File: config.mk
export PLATFORM = sky130hd
export DESIGN_NAME = cfg_sideband_cpl_error_report
export DESIGN_NICKNAME = d
export VERILOG_FILES = /design/src/pkg/cfg_sideband_pkg.sv /design/src/hw/cfg_sideband_cpl_error_report.sv
export SDC_FILE = /design/constraint.sdc
export NUM_CORES = 1
export LEC_CHECK = 0
export ABC_AREA = 1
export BUFFER_PORTS_ARGS = -buffer_cell sky130_fd_sc_hd__buf_2
export CORE_MARGIN = 2
export CORE_UTILIZATION = 50
export CTS_BUF_LIST = sky130_fd_sc_hd__clkbuf_4
export CTS_CLUSTER_SIZE = 28
export DETAILED_ROUTE_END_ITERATION = 10
export GPL_TIMING_DRIVEN = 0
export PLACE_DENSITY = 0.76
export SLEW_MARGIN = 20
export SYNTH_ARGS = -nofsm -noshare
export SYNTH_HDL_FRONTEND = slang
export SYNTH_SLANG_ARGS = --single-unit
export TNS_END_PERCENT = 20
File: constraint.sdc
create_clock -name clk_i -period 15.8 [get_ports clk_i]
set_clock_uncertainty 0.2 [all_clocks]
set_input_delay 3.16 -clock clk_i [delete_from_list [all_inputs] [get_ports clk_i]]
set_output_delay 3.16 -clock clk_i [all_outputs]
set_load 0.05 [all_outputs]
File: src/pkg/cfg_sideband_pkg.sv
// Package: constants, register map and state types of the configuration
// side-band and completion error report block.
// Assumes a 32-bit plain register port with word-aligned byte offsets.
package cfg_sideband_pkg;
    localparam int ADDR_W = 8;
    localparam int DATA_W = 32;
    localparam int TC_NUM = 8;
    localparam int VC_W = 3;
    localparam int MAP_W = TC_NUM * VC_W;
    localparam int BUSDEV_W = 13;
    localparam int BUS_LSB = 5;
    localparam int ERR_W = 3;
    localparam int IRQ_W = 4;

    // Register byte offsets
    localparam logic [ADDR_W-1:0] OFF_TCVC_MAP = 8'h00;
    localparam logic [ADDR_W-1:0] OFF_BUSDEV = 8'h04;
    localparam logic [ADDR_W-1:0] OFF_PRIM_CSR = 8'h08;
    localparam logic [ADDR_W-1:0] OFF_DEV_CSR = 8'h0C;
    localparam logic [ADDR_W-1:0] OFF_LINK_CSR = 8'h10;
    localparam logic [ADDR_W-1:0] OFF_IRQ_STATUS = 8'h14;
    localparam logic [ADDR_W-1:0] OFF_IRQ_ENABLE = 8'h18;
    localparam logic [ADDR_W-1:0] OFF_IRQ_CLEAR = 8'h1C;
    localparam logic [ADDR_W-1:0] OFF_PM_STATUS = 8'h20;

    // Completion error bit positions
    localparam int ERR_CTO = 0;
    localparam int ERR_CA = 1;
    localparam int ERR_UNEXP = 2;

    // Interrupt status bit positions
    localparam int IRQ_CTO = 0;
    localparam int IRQ_CA = 1;
    localparam int IRQ_UNEXP = 2;
    localparam int IRQ_LP_ENTER = 3;

    // Reset values
    localparam logic [MAP_W-1:0] RST_TCVC_MAP = 24'h00_0000;
    localparam logic [BUSDEV_W-1:0] RST_BUSDEV = 13'h0000;
    localparam logic [DATA_W-1:0] RST_CSR = 32'h0000_0000;
    localparam logic [IRQ_W-1:0] RST_IRQ = 4'h0;
    localparam logic [VC_W-1:0] VC_ZERO = 3'h0;

    typedef enum logic [1:0] {
        PM_ACTIVE,
        PM_WAIT_CPL,
        PM_LOW_POWER
    } pm_state_t;
endpackage

File: src/hw/cfg_sideband_cpl_error_report.sv
// Configuration side-band export and completion error report logic.
// Assumes application inputs are on clk_i; message engine acknowledges
// each pending error message with a one-cycle ack pulse.
`timescale 1ns/1ps
`default_nettype none

module cfg_sideband_cpl_error_report (
    input wire logic clk_i,
    input wire logic sys_rst_i,
    // Register port
    input wire logic [cfg_sideband_pkg::ADDR_W-1:0] reg_addr_i,
    input wire logic [cfg_sideband_pkg::DATA_W-1:0] reg_wdata_i,
    input wire logic reg_wr_i,
    input wire logic reg_rd_i,
    output logic [cfg_sideband_pkg::DATA_W-1:0] reg_rdata_o,
    // Side-band configuration outputs
    output logic [cfg_sideband_pkg::MAP_W-1:0] cfg_tcvc_map_o,
    output logic [cfg_sideband_pkg::BUSDEV_W-1:0] cfg_busdev_o,
    output logic [cfg_sideband_pkg::DATA_W-1:0] cfg_prim_csr_o,
    output logic [cfg_sideband_pkg::DATA_W-1:0] cfg_dev_csr_o,
    output logic [cfg_sideband_pkg::DATA_W-1:0] cfg_link_csr_o,
    // Completion error reports from the application
    input wire logic [cfg_sideband_pkg::ERR_W-1:0] cpl_err_i,
    input wire logic cpl_pending_i,
    // Error message requests toward the transmit side
    output logic cto_msg_req_o,
    output logic ca_msg_req_o,
    input wire logic cto_msg_ack_i,
    input wire logic ca_msg_ack_i,
    // Low-power entry handshake
    input wire logic lp_req_i,
    output logic lp_enter_o,
    // Interrupt
    output logic irq_o
);
    import cfg_sideband_pkg::*;

    ////////////////////////////////////////////////////////////////////////
    // Register map (byte offsets, one 32-bit word each)
    //
    // 0x00  Class-to-channel map in bits 23:0, class 0 field reads zero
    // 0x04  Bus number in 12:5, device number in 4:0
    // 0x08  Primary command/status
    // 0x0C  Device control/status
    // 0x10  Link control/status
    // 0x14  Event status, read only
    // 0x18  Event enable
    // 0x1C  Event clear, write ones, reads zero
    // 0x20  Power status: 0 granted, 1 waiting, 2 pending input
    //
    // Event bits: 0 timeout, 1 abort, 2 unexpected completion,
    // 3 low-power granted.
    // Unmapped reads return zero and unmapped writes do nothing, so
    // software probing the space sees no side effects.
    //
    // Timing: writes land on the strobe edge; read data stand for the one
    // cycle after the read strobe and are zero otherwise; message requests
    // rise the cycle after an error edge and fall the cycle after their ack;
    // the grant rises the cycle after a request sees no pending completion.
    //
    // Limits: error edges that arrive while a request still stands merge
    // into it, so software only sees the sticky status bit for them.
    // The unexpected completion bit raises no message, only status.

    ////////////////////////////////////////////////////////////////////////
    // State

    typedef struct packed {
        logic [MAP_W-1:0] tcvc_map;
        logic [BUSDEV_W-1:0] busdev;
        logic [DATA_W-1:0] prim_csr;
        logic [DATA_W-1:0] dev_csr;
        logic [DATA_W-1:0] link_csr;
        logic [ERR_W-1:0] err_prev;
        logic cto_pend;
        logic ca_pend;
        pm_state_t pm_state;
        logic lp_enter;
        logic [IRQ_W-1:0] irq_status;
        logic [IRQ_W-1:0] irq_enable;
        logic irq;
        logic [DATA_W-1:0] rdata;
    } state_t;

    state_t st_r;
    state_t st_nxt;

    // Everything clears to zero: the function looks idle and unconfigured
    // until software loads the registers.
    localparam state_t ST_RESET = '{
        tcvc_map: RST_TCVC_MAP,
        busdev: RST_BUSDEV,
        prim_csr: RST_CSR,
        dev_csr: RST_CSR,
        link_csr: RST_CSR,
        err_prev: 3'h0,
        cto_pend: 1'b0,
        ca_pend: 1'b0,
        pm_state: PM_ACTIVE,
        lp_enter: 1'b0,
        irq_status: RST_IRQ,
        irq_enable: RST_IRQ,
        irq: 1'b0,
        rdata: RST_CSR
    };

    ////////////////////////////////////////////////////////////////////////
    // Helpers

    // Class 0 field is never storable, whatever software writes
    function automatic logic [MAP_W-1:0] clean_map(input logic [MAP_W-1:0] map);
        logic [MAP_W-1:0] m;
        m = map;
        m[VC_W-1:0] = VC_ZERO;
        return m;
    endfunction

    function automatic logic addr_hit(input logic [ADDR_W-1:0] a, input logic [ADDR_W-1:0] off);
        return a == off;
    endfunction

    // Power status word; the live pending input is shown so software
    // can see why a grant is late
    function automatic logic [DATA_W-1:0] pm_word(input pm_state_t s, input logic lp, input logic pend);
        logic [DATA_W-1:0] w;
        w = '0;
        w[0] = lp;
        w[1] = (s == PM_WAIT_CPL);
        w[2] = pend;
        return w;
    endfunction

    ////////////////////////////////////////////////////////////////////////
    // Next state

    logic [ERR_W-1:0] err_rise;
    logic [IRQ_W-1:0] irq_set;
    logic [IRQ_W-1:0] irq_clr;
    logic lp_granted;

    always_comb begin
        st_nxt = st_r;
        irq_clr = '0;

        // One event per assertion, level length does not matter
        err_rise = cpl_err_i & ~st_r.err_prev;
        st_nxt.err_prev = cpl_err_i;

        // Register writes
        if (reg_wr_i) begin
            if (addr_hit(reg_addr_i, OFF_TCVC_MAP)) begin
                st_nxt.tcvc_map = clean_map(reg_wdata_i[MAP_W-1:0]);
            end else if (addr_hit(reg_addr_i, OFF_BUSDEV)) begin
                st_nxt.busdev = reg_wdata_i[BUSDEV_W-1:0];
            end else if (addr_hit(reg_addr_i, OFF_PRIM_CSR)) begin
                st_nxt.prim_csr = reg_wdata_i;
            end else if (addr_hit(reg_addr_i, OFF_DEV_CSR)) begin
                st_nxt.dev_csr = reg_wdata_i;
            end else if (addr_hit(reg_addr_i, OFF_LINK_CSR)) begin
                st_nxt.link_csr = reg_wdata_i;
            end else if (addr_hit(reg_addr_i, OFF_IRQ_ENABLE)) begin
                st_nxt.irq_enable = reg_wdata_i[IRQ_W-1:0];
            end else if (addr_hit(reg_addr_i, OFF_IRQ_CLEAR)) begin
                irq_clr = reg_wdata_i[IRQ_W-1:0];
            end
        end

        // Message requests stay up until acked; a new edge in the ack
        // cycle keeps the request so no event is dropped.
        // The transmit side may take as long as it likes to ack: the
        // request simply stands, and further edges in that time fold
        // into the one message, trading exact counts for no buffering.
        // Ack with no request standing is harmless.
        if (cto_msg_ack_i) begin
            st_nxt.cto_pend = 1'b0;
        end
        if (err_rise[ERR_CTO]) begin
            st_nxt.cto_pend = 1'b1;
        end
        if (ca_msg_ack_i) begin
            st_nxt.ca_pend = 1'b0;
        end
        if (err_rise[ERR_CA]) begin
            st_nxt.ca_pend = 1'b1;
        end

        // Low-power gate.
        // A request seen with completions pending parks in the wait state
        // instead of being refused, so the requester need only hold its
        // level. Dropping the request anywhere returns to active, which
        // also cancels a wait. The grant is a level, not a pulse, so the
        // power logic can hold its state off it directly.
        lp_granted = 1'b0;
        case (st_r.pm_state)
            PM_ACTIVE: begin
                if (lp_req_i) begin
                    if (cpl_pending_i) begin
                        st_nxt.pm_state = PM_WAIT_CPL;
                    end else begin
                        st_nxt.pm_state = PM_LOW_POWER;
                        lp_granted = 1'b1;
                    end
                end
            end
            PM_WAIT_CPL: begin
                if (!lp_req_i) begin
                    st_nxt.pm_state = PM_ACTIVE;
                end else if (!cpl_pending_i) begin
                    st_nxt.pm_state = PM_LOW_POWER;
                    lp_granted = 1'b1;
                end
            end
            PM_LOW_POWER: begin
                if (!lp_req_i) begin
                    st_nxt.pm_state = PM_ACTIVE;
                end
            end
            default: begin
                st_nxt.pm_state = PM_ACTIVE;
            end
        endcase
        st_nxt.lp_enter = (st_nxt.pm_state == PM_LOW_POWER);

        // Sticky status, set beats clear in the same cycle.
        // Losing an event to a racing clear would hide it from software
        // for good; a spurious extra bit only costs one more clear.
        // The interrupt uses next-state values so it tracks status exactly.
        irq_set = {lp_granted, err_rise};
        st_nxt.irq_status = (st_r.irq_status & ~irq_clr) | irq_set;
        st_nxt.irq = |(st_nxt.irq_status & st_nxt.irq_enable);

        // Read data valid only in the cycle after the strobe
        st_nxt.rdata = '0;
        if (reg_rd_i) begin
            if (addr_hit(reg_addr_i, OFF_TCVC_MAP)) begin
                st_nxt.rdata = {{(DATA_W-MAP_W){1'b0}}, st_r.tcvc_map};
            end else if (addr_hit(reg_addr_i, OFF_BUSDEV)) begin
                st_nxt.rdata = {{(DATA_W-BUSDEV_W){1'b0}}, st_r.busdev};
            end else if (addr_hit(reg_addr_i, OFF_PRIM_CSR)) begin
                st_nxt.rdata = st_r.prim_csr;
            end else if (addr_hit(reg_addr_i, OFF_DEV_CSR)) begin
                st_nxt.rdata = st_r.dev_csr;
            end else if (addr_hit(reg_addr_i, OFF_LINK_CSR)) begin
                st_nxt.rdata = st_r.link_csr;
            end else if (addr_hit(reg_addr_i, OFF_IRQ_STATUS)) begin
                st_nxt.rdata = {{(DATA_W-IRQ_W){1'b0}}, st_r.irq_status};
            end else if (addr_hit(reg_addr_i, OFF_IRQ_ENABLE)) begin
                st_nxt.rdata = {{(DATA_W-IRQ_W){1'b0}}, st_r.irq_enable};
            end else if (addr_hit(reg_addr_i, OFF_PM_STATUS)) begin
                st_nxt.rdata = pm_word(st_r.pm_state, st_r.lp_enter, cpl_pending_i);
            end
        end
    end

    ////////////////////////////////////////////////////////////////////////
    // Registers
    // Reset loads constants only; an error level already high at release
    // counts as one event, because the previous-level copy clears to zero.

    always_ff @(posedge clk_i or posedge sys_rst_i) begin
        if (sys_rst_i) begin
            st_r <= ST_RESET;
        end else begin
            st_r <= st_nxt;
        end
    end

    ////////////////////////////////////////////////////////////////////////
    // Outputs, all straight from flops
    // No logic sits between state and pins, so the application sees
    // glitch-free levels with a full cycle of settling time.

    assign cfg_tcvc_map_o = st_r.tcvc_map;
    assign cfg_busdev_o = st_r.busdev;
    assign cfg_prim_csr_o = st_r.prim_csr;
    assign cfg_dev_csr_o = st_r.dev_csr;
    assign cfg_link_csr_o = st_r.link_csr;
    assign cto_msg_req_o = st_r.cto_pend;
    assign ca_msg_req_o = st_r.ca_pend;
    assign lp_enter_o = st_r.lp_enter;
    assign irq_o = st_r.irq;
    assign reg_rdata_o = st_r.rdata;

endmodule

`default_nettype wire

==> results.cfg, run 1 <==
[yosys]
synthMostInstantiatedCell = nand2_1
synth_area_per_cell_um2 = 8.49
synthCells = 1042
synth_common_cells = 292 x nand2_1, 179 x dfrtp_1, 169 x buf_4
yosys.area.top_type = dfrtp_1
seq_area_frac_synth_pct = 50.6
ys_types = 29
ys_top_cells_by_area = dfrtp_1 51%, buf_4 14%, nand2_1 12%
yosysWarnings = 0
synth-seq-cells = 179
synth_enable_flop_cells = 0
synth_flop_cell = dfrtp_1
async_reset_ff_share_pct = 100
synth_top_area_share_pct = 50.6
synthesis.area_mm2 = 0.00885

[die]
io_pins = 220
rows = 48
dieArea_mm2 = 0.0188
core_mm2 = 0.0173
die_h_um = 137
initial_core_util_pct = 51.2
die_x_um = 137

[clock_network]
cts_root_buf = clkbuf_4
numCtsBuffers = 17
clockBufferDepth = 2
cts_hold_buf = 0
cts.sinks = 179
cts_setup_buffers = 0
clk_latency_ns = 0.58
path_clk_slew_ns = 0.16
htree_num_levels = 4
ctsResizeCount = 0
tritoncts = done

[global_route]
antenna_found_initial = 2
grt_pass1_vias = 7129
grt_first_pass_wirelength_mm = 38.2
grt_max_degree = 105
grt_usage_pct = 27.0
grt_remaining_overflow = 0

[hold_path]
whs_path_depth = 1
hold_class = flop to flop

[timing]
finalMaxSlewViolations = 0
fmax_mhz = 210
setup_viol = 0
grt_setup_unrepaired = false
finalCritPeriodShare_pct = 30.1
tightest_slew_ns = 0.763
finalCriticalPeriod_ns = 4.75
tns_ns = 0
hold_viol = 0
maxSlewHeadroom_pct = 49.1

[layout]
synthToLayoutAreaGrowth_pct = 19.0
drive_gt1_share_pct = 36.0
n_fill_cell = 1605
finalNetCount = 1330
final_cells = 1519

[critical_path]
critical_path.max_fanout = 3
worstRegToRegCells = 7
end_kind = output port
worstPathArrival_ns = 1.39
critPathRequiredTime_ns = 12.44
path_class = flop to output port
startpoint_type = flop

[flow_run]
drv_cap = 0

[placed_design]
numPortBuffers = 215
dp_cells = 1485
gp_congestion = 0.884
hpwl_mm = 17.9

[pwr]
p_per_area_mw_per_mm2 = 85.9
power.leakage_nw = 5.91
peakVddDrop_mv = 0.0575

[route]
vias_per_cell = 4.97
m1WireLength_mm = 10.5
met3_length_mm = 2.04
vias = 7551
wl_met2_mm = 11.9
drtAntennaViolNets = 0
post-route-drc-count = 0
highest_layer = met4
first_pass_iters = 5
wl_per_cell_um = 16.4
drt-total-wl_mm = 24.8
drt-initial-drc-count = 594

[status]
status = finished, final reports clean
-- area by class of cell --
class	count	area [um^2]	share of cell area (%)
Tap cell	225	282	2.67
Buffer	207	1480	14.0
Clock inverter	15	146	1.39
Antenna cell	2	5.00	0.0475
Clock buffer	17	128	1.21
Sequential cell	179	4480	42.5
Timing Repair Buffer	216	1100	10.5
Inverter	88	338	3.21
Multi-Input combinational cell	570	2570	24.4
-- worst max-delay path, cell delays in order (launching register included) --
cell and delay, ns:
dfrtp_1 0.43, buf_4 0.13, buf_2 0.25
-- cells by family (layout without fill, tap and decap cells) --
logic type	after synthesis	after routing	synth area share, %
simple gates	380	380	17.7
compound gates	187	187	11.2
buf+inv	295	543	20.4
flops	179	179	50.6
other cells	1	5	0.0424
-- final timing paths --
path                                                   from                            end  slack (ns)
worst min-delay path                     st_r[47]$_DFF_PP0_       ca_msg_req_o$_DFFE_PP0P_        0.28
worst min register to register           st_r[47]$_DFF_PP0_       ca_msg_req_o$_DFFE_PP0P_        0.28
worst max register to register           st_r[43]$_DFF_PP0_       reg_rdata_o[1]$_DFF_PP0_       14.38
max in group asynchronous                         sys_rst_i  cfg_tcvc_map_o[8]$_DFFE_PP0P_       12.14
worst max-delay path            cfg_busdev_o[6]$_DFFE_PP0P_                cfg_busdev_o[6]       11.05
min in group asynchronous                         sys_rst_i      reg_rdata_o[29]$_DFF_PP0_        2.38
-- layer usage --
| layer | vias to the layer above | track usage [%] |
|---|---|---|
| li1 | 3612 | - |
| met1 | 3523 | 37.3 |
| met2 | 375 | 43.7 |
| met3 | 41 | 5.33 |
| met4 | 0 | 7.56 |
| met5 | - | 0 |
-- layout by cell type, fill, tap and decap left out --
cell / synthesis / final
clkbuf_4: 0 / 17
o21ai_0: 104 / 104
a21oi_1: 22 / 22
nand3_2: 1 / 1
nand2_1: 292 / 292
nand3_1: 36 / 36
buf_4: 169 / 169
buf_16: 0 / 1
clkinv_1: 0 / 1
a41oi_1: 12 / 12
o21ai_1: 45 / 45
nand3_4: 1 / 1
clkinvlp_4: 0 / 2
clkbuf_2: 2 / 2
or2_0: 2 / 2
clkinv_4: 0 / 2
buf_1: 1 / 1
dfrtp_1: 179 / 179
nor2_1: 31 / 31
a31o_2: 2 / 2
nor2_4: 5 / 5
inv_1: 85 / 84
nor2_2: 4 / 4
bufinv_16: 0 / 1
clkbuf_1: 10 / 10
diode_2: 0 / 2
nand2_4: 1 / 1
inv_8: 0 / 3
conb_1: 1 / 3
nand3b_1: 1 / 1
nand2_2: 4 / 4
o22ai_1: 2 / 2
inv_2: 3 / 3
nor3b_1: 1 / 1
clkinv_2: 0 / 1
buf_6: 5 / 5
inv_6: 0 / 6
buf_2: 20 / 235
nor3_1: 1 / 1
-- power breakdown --
part | internal (W) | switching (W)
logic | 0.0000478 | 0.000109
clock network | 0.0000828 | 0.000172
registers | 0.000477 | 0.0000159
total | 0.000607 | 0.000297
-- flip-flops by register name, summed over array words and instances, names as in the netlist --
name / count
cto_msg_req_o: 1
st_r: 13
cfg_prim_csr_o: 32
cfg_tcvc_map_o: 21
reg_rdata_o: 32
cfg_link_csr_o: 32
ca_msg_req_o: 1
lp_enter_o: 1
cfg_busdev_o: 13
irq_o: 1
cfg_dev_csr_o: 32
-- through the flow --
stage	area [um^2]	setup WS [ns]	utilization (%)	hold slack, ns	power [W]
floorplan	8860	7.58	-	0.243	0.000618
global placement	10200	5.60	59.1	0.254	0.000654
detailed placement	10300	10.85	59.3	0.260	0.000658
CTS	10500	11.02	60.9	0.280	0.000907
global route	10500	10.96	60.9	0.298	0.000943
finish	10500	11.05	60.9	0.277	0.000904
No activity file was read; power rests on OpenSTA's default activity.
==> inputs of run 2 (changes only) <==
==> constraint.sdc (replaced) <==
create_clock -name clk_i -period 4.5 [get_ports clk_i]
set_clock_uncertainty 0.2 [all_clocks]
set_input_delay 0.9 -clock clk_i [delete_from_list [all_inputs] [get_ports clk_i]]
set_output_delay 0.9 -clock clk_i [all_outputs]
set_load 0.05 [all_outputs]
==> run 2 against run 1 <==
  * Flip-flop and latch count did not move
  * Via count fell by 0.44%
  * Register-to-register slack got worse by 11 ns
  * Die area did not move
  * Cell area rose by 0.49%
  * Worst setup slack got worse by 9.0 ns
  * Critical path type unchanged
==> results.cfg, run 2 (synthesis gave the netlist of run 1 again) <==
[pwr]
p_per_area_mw_per_mm2 = 294
p_total_w = 0.00311
peakVddDrop_mv = 0.144
power.leakage_nw = 5.93

[critical_path]
crit_path_start = cfg_busdev_o[0]$_DFFE_PP0P_
r2r_setup_slack_ns = 3.07
path_class = flop to output port
worstPathArrival_ns = 1.38
worstRegToRegCells = 7
critical_path.max_fanout = 3
critPathSlowestCell = dfrtp_1
path_cells = buf_4 > buf_2
startpoint_type = flop
end_kind = output port
reg2reg_to = reg_rdata_o[1]$_DFF_PP0_
critPathRequiredTime_ns = 3.40
critical-path-max-stage-delay_ns = 0.44
reg2reg_from = st_r[43]$_DFF_PP0_

[layout]
final_cells = 1520
final_common_cell = nand2_1
drive_gt1_share_pct = 36.0
layout_common_cells = 292 x nand2_1, 235 x buf_2, 179 x dfrtp_1
synthToLayoutAreaGrowth_pct = 19.6
n_fill_cell = 1584
fin_area_mm2 = 0.0106
finalNetCount = 1335

[route]
wl_met2_mm = 11.5
vias_per_cell = 4.95
drt-total-wl_mm = 24.6
highest_layer = met4
first_pass_iters = 5
wl_per_cell_um = 16.2
met3_length_mm = 1.75
post-route-drc-count = 0
m1WireLength_mm = 10.9
drtAntennaViolNets = 0
vias = 7518
drt-initial-drc-count = 559

[timing]
grt_setup_unrepaired = false
finalCriticalPeriod_ns = 2.48
hold_viol = 0
setup_viol = 0
finalCritPeriodShare_pct = 55.2
tns_ns = 0
finalMaxSlewViolations = 0
maxSlewHeadroom_pct = 50.9
tightest_slew_ns = 0.736
fmax_mhz = 402

[clock_network]
path_clk_slew_ns = 0.14
clockBufferDepth = 2
cts.sinks = 179
cts_root_buf = clkbuf_4
htree_num_levels = 4
cts_hold_buf = 0
numCtsBuffers = 17
clk_latency_ns = 0.57
ctsResizeCount = 0
cts_setup_buffers = 0
tritoncts = done

[global_route]
grt_usage_pct = 26.8
grt_remaining_overflow = 0
grt_first_pass_wirelength_mm = 37.6
grt_pass1_vias = 7021
antenna_found_initial = 1
grt_max_degree = 33

[placed_design]
place_area_mm2 = 0.0103
dp_cells = 1490
hpwl_mm = 18.2
numPortBuffers = 215
gp_congestion = 0.842

[hold_path]
hold_class = input pin to asynchronous set/reset pin

[flow_run]
drv_cap = 0

[die]
die_x_um = 137
rows = 48
die_h_um = 137
core_mm2 = 0.0173
dieArea_mm2 = 0.0188
io_pins = 220
initial_core_util_pct = 51.2

[status]
status = finished, final reports clean
## run 2: cell types whose count changed in the layout (fill, tap and decap cells not counted), sizes merged
cell,change
diode,-1
inv,-6
clkinvlp,+2
buf,+5
clkinv,+1
## run 2: how the worst max path moves through the flow
stage	to	slack, ns
2_1_floorplan	ca_msg_req_o$_DFFE_PP0P_	1.11
3_3_place_gp	reg_rdata_o[9]$_DFF_PP0_	0.03
3_5_place_dp	cfg_tcvc_map_o[13]$_DFFE_PP0P_	1.85
4_1_cts	cfg_link_csr_o[19]	2.00
5_1_grt	cfg_tcvc_map_o[6]	1.95
6_report	cfg_busdev_o[0]	2.02
## run 2: worst max-delay path: cells and delay by family (launching register included)
kind | cells | cell delay (ns)
flops | 1 | 0.44
buf+inv | 2 | 0.37
## run 2: final cells by class
cell class              instances  area, um^2  share of cell area (%)
clock buffers                  17         128                    1.21
multi-input cells             570        2570                    24.3
plain buffers                 207        1480                    14.0
well taps                     225         282                    2.66
repair buffers                221        1200                    11.3
diodes                          1        2.50                  0.0236
clock inverters                12         111                    1.05
inverters                      88         334                    3.16
flip-flops and latches        179        4480                    42.3
## run 2: metal layers
layer | global-route usage, % | up-vias
li1 | - | 3607
met1 | 37.4 | 3539
met2 | 42.5 | 337
met3 | 4.96 | 35
met4 | 8.36 | 0
met5 | 0 | -
## run 2: metrics by stage
stage,setup WS (ns),hold WS [ns],utilization (%)
3_3_place_gp,0.0342,0.252,59.1
5_1_grt,1.95,0.0897,61.2
6_report,2.02,0.0858,61.2
4_1_cts,2.00,0.0705,61.2
3_5_place_dp,1.85,0.257,59.8
2_1_floorplan,1.11,0.243,-
## run 2: where the power goes
part	switching [W]	internal (W)
clock	0.000559	0.000268
sequential	0.0000549	0.00167
combinational	0.000383	0.000176
==> inputs of run 3 (changes only) <==
--- a/config.mk
+++ b/config.mk
@@ -5,7 +5,7 @@
 export SDC_FILE = /design/constraint.sdc
 export NUM_CORES = 1
 export LEC_CHECK = 0
-export ABC_AREA = 1
+export ABC_AREA = 0
 export BUFFER_PORTS_ARGS = -buffer_cell sky130_fd_sc_hd__buf_2
 export CORE_MARGIN = 2
 export CORE_UTILIZATION = 50
==> constraint.sdc (replaced) <==
create_clock -name clk_i -period 2.5 [get_ports clk_i]
set_clock_uncertainty 0.2 [all_clocks]
set_input_delay 0.5 -clock clk_i [delete_from_list [all_inputs] [get_ports clk_i]]
set_output_delay 0.5 -clock clk_i [all_outputs]
set_load 0.05 [all_outputs]
==> run 3 against run 2 <==
  * Non-clock buffer count is 25 higher
  * Combinational power up 95%
  * Power is 83% higher
  * Synthesized cell count shrank 28%
  * Critical path type is now input pin to flop
  * Critical endpoint is now cfg_link_csr_o[28]$_DFFE_PP0P_
  * Largest cell class unchanged
==> results.cfg, run 3 <==
[yosys]
synth_common_cells = 179 x dfrtp_1, 165 x buf_4, 133 x mux2_2
synth_area_per_cell_um2 = 11.7
synth-seq-cells = 179
seq_area_frac_synth_pct = 51.0
synth_flop_cell = dfrtp_1
synthesis.area_mm2 = 0.00879
synthCells = 752
async_reset_ff_share_pct = 100
yosys.area.top_type = dfrtp_1
synth_enable_flop_cells = 0
synthMostInstantiatedCell = dfrtp_1
yosysWarnings = 0
synth_top_area_share_pct = 51.0
ys_types = 45
ys_top_cells_by_area = dfrtp_1 51%, mux2_2 17%, buf_4 14%

[layout]
postLayoutCoreUtil_pct = 63.1
drive_gt1_share_pct = 54.5
synthToLayoutAreaGrowth_pct = 23.9
layout_common_cells = 229 x buf_2, 179 x dfrtp_1, 165 x buf_4
final_common_cell = buf_2
finalNetCount = 1080

[global_route]
grt_usage_pct = 25.5
grt_max_degree = 35
grt_first_pass_wirelength_mm = 35.5
grt_pass1_vias = 6477
grt_remaining_overflow = 0
antenna_found_initial = 1

[pwr]
p_total_w = 0.00569
power.leakage_nw = 6.04
p_per_area_mw_per_mm2 = 523
peakVddDrop_mv = 0.300

[critical_path]
reg2reg_to = reg_rdata_o[2]$_DFF_PP0_
startpoint_type = input pin
path_class = input pin to flop
critical-path-top-delay-family = simple AND/OR/NAND/NOR gates
critical_path_buf_inv_count = 3
cp_common_cell = buf_2
critical_path.max_fanout = 10
critical-path-max-stage-delay_ns = 0.49
crit_path_start = reg_addr_i[4]
critPathSlowestCell = nor3_4
critPathRequiredTime_ns = 2.77
reg2reg_from = st_r[35]$_DFF_PP0_
worstPathArrival_ns = 2.59
r2r_setup_slack_ns = 1.02
path_cells = buf_2 > clkbuf_1 > nand2_1 > nor3_4 > nand3_2 > buf_2 > mux2_1
end_kind = flop
worst-path-stages = 7
worstRegToRegCells = 4
setup.worst_path.end = cfg_link_csr_o[28]$_DFFE_PP0P_

[placed_design]
numPortBuffers = 214
hpwl_mm = 16.4
gp_congestion = 0.814
place_ws_ns = -0.634

[die]
initial_core_util_pct = 51.0
core_mm2 = 0.0172
die_h_um = 137
io_pins = 220
rows = 48
dieArea_mm2 = 0.0187
die_x_um = 137

[route]
wl_per_cell_um = 18.4
post-route-drc-count = 0
drt-initial-drc-count = 362
drtAntennaViolNets = 0
vias = 6501
first_pass_iters = 5
vias_per_cell = 5.13
drt-total-wl_mm = 23.3

[clock_network]
clk_latency_ns = 0.58
path_clk_slew_ns = 0.14
cts_root_buf = clkbuf_4
clockBufferDepth = 2
cts_setup_buffers = 0
htree_num_levels = 4
numCtsBuffers = 17
cts.sinks = 179
tritoncts = done

[timing]
setup_viol = 0
tightest_slew_ns = 0.799
finalMaxSlewViolations = 0
fmax_mhz = 431
finalCriticalPeriod_ns = 2.32
finalCritPeriodShare_pct = 92.7
maxSlewHeadroom_pct = 46.8
hold_viol = 0
grt_setup_unrepaired = false
fin_ws_ns = 0.182
holdWs_ns = 0.0430

[flow_run]
drv_cap = 0

[status]
status = finished, final reports clean

[hold_path]
hold_class = input pin to flop
run 3: cell types whose count changed after synthesis, sizes merged, moves of 8 or more:
cell    previous run  this run
mux2               0       135
o21ai            149        25
a221oi             0        14
nand2            297        28
inv               88        15
nor3               1         9
a41oi             12         0
nand3             38         7
buf              195       184
mux2i              0        23
run 3: logic make-up (layout without fill, tap and decap cells):
group | after synthesis | in the layout | synth area share (%)
buffers and inverters | 213 | 501 | 16.4
DFF | 179 | 179 | 51.0
muxes | 158 | 158 | 19.9
and+or+nand+nor | 112 | 112 | 6.11
AOI/OAI and AO/OA | 89 | 89 | 6.59
other | 1 | 4 | 0.0427
run 3: layout make-up:
| cell class | count | area, um^2 |
|---|---|---|
| Inverter | 16 | 63.8 |
| Sequential cell | 179 | 4480 |
| Clock inverter | 14 | 114 |
| Clock buffer | 18 | 135 |
| Buffer | 197 | 1380 |
| Fill cell | 1418 | 6350 |
| Tap cell | 225 | 282 |
| Antenna cell | 1 | 2.50 |
| Timing Repair Buffer | 256 | 1540 |
| Multi-Input combinational cell | 362 | 2890 |
run 3: layer usage:
metal | routed length (um) | global-route usage, % | up-vias
met5 | 0 | 0 | -
met4 | 591 | 9.03 | 0
met3 | 1430 | 5.22 | 44
met2 | 11300 | 41.8 | 271
met1 | 9950 | 33.8 | 3197
li1 | - | - | 2989
run 3: per-stage QoR:
stage,cells,setup TNS (ns),cell area [um^2]
final,1268,0,10900
after global placement,1193,-336.41,10200
after detailed placement,1198,-51.62,10300
after CTS,1267,0,10900
after global routing,1268,0,10900
after floorplan,754,-88.53,8800
run 3: how the worst min path moves through the flow:
stage / startpoint / to / depth (start not counted)
after floorplan: st_r[39]$_DFF_PP0_ / st_r[39]$_DFF_PP0_ / 2
after detailed placement: ca_msg_req_o$_DFFE_PP0P_ / ca_msg_req_o$_DFFE_PP0P_ / 1
after CTS: reg_wdata_i[1] / cfg_link_csr_o[1]$_DFFE_PP0P_ / 2
after global placement: ca_msg_req_o$_DFFE_PP0P_ / ca_msg_req_o$_DFFE_PP0P_ / 1
final: reg_wdata_i[1] / cfg_link_csr_o[1]$_DFFE_PP0P_ / 2
after global routing: reg_wdata_i[1] / cfg_dev_csr_o[1]$_DFFE_PP0P_ / 2
run 3: power by group:
group,switching [W],total (W),internal (W)
logic,0.000699,0.00109,0.000390
registers,0.0000889,0.00310,0.00301
clock network,0.00101,0.00150,0.000493
run 3: what timing repair did:
action,4_1_cts,5_1_grt
endpoints found under the hold margin,152,0
setup endpoints to repair,0,42
gates resized for setup,0,2
hold buffers,37,0
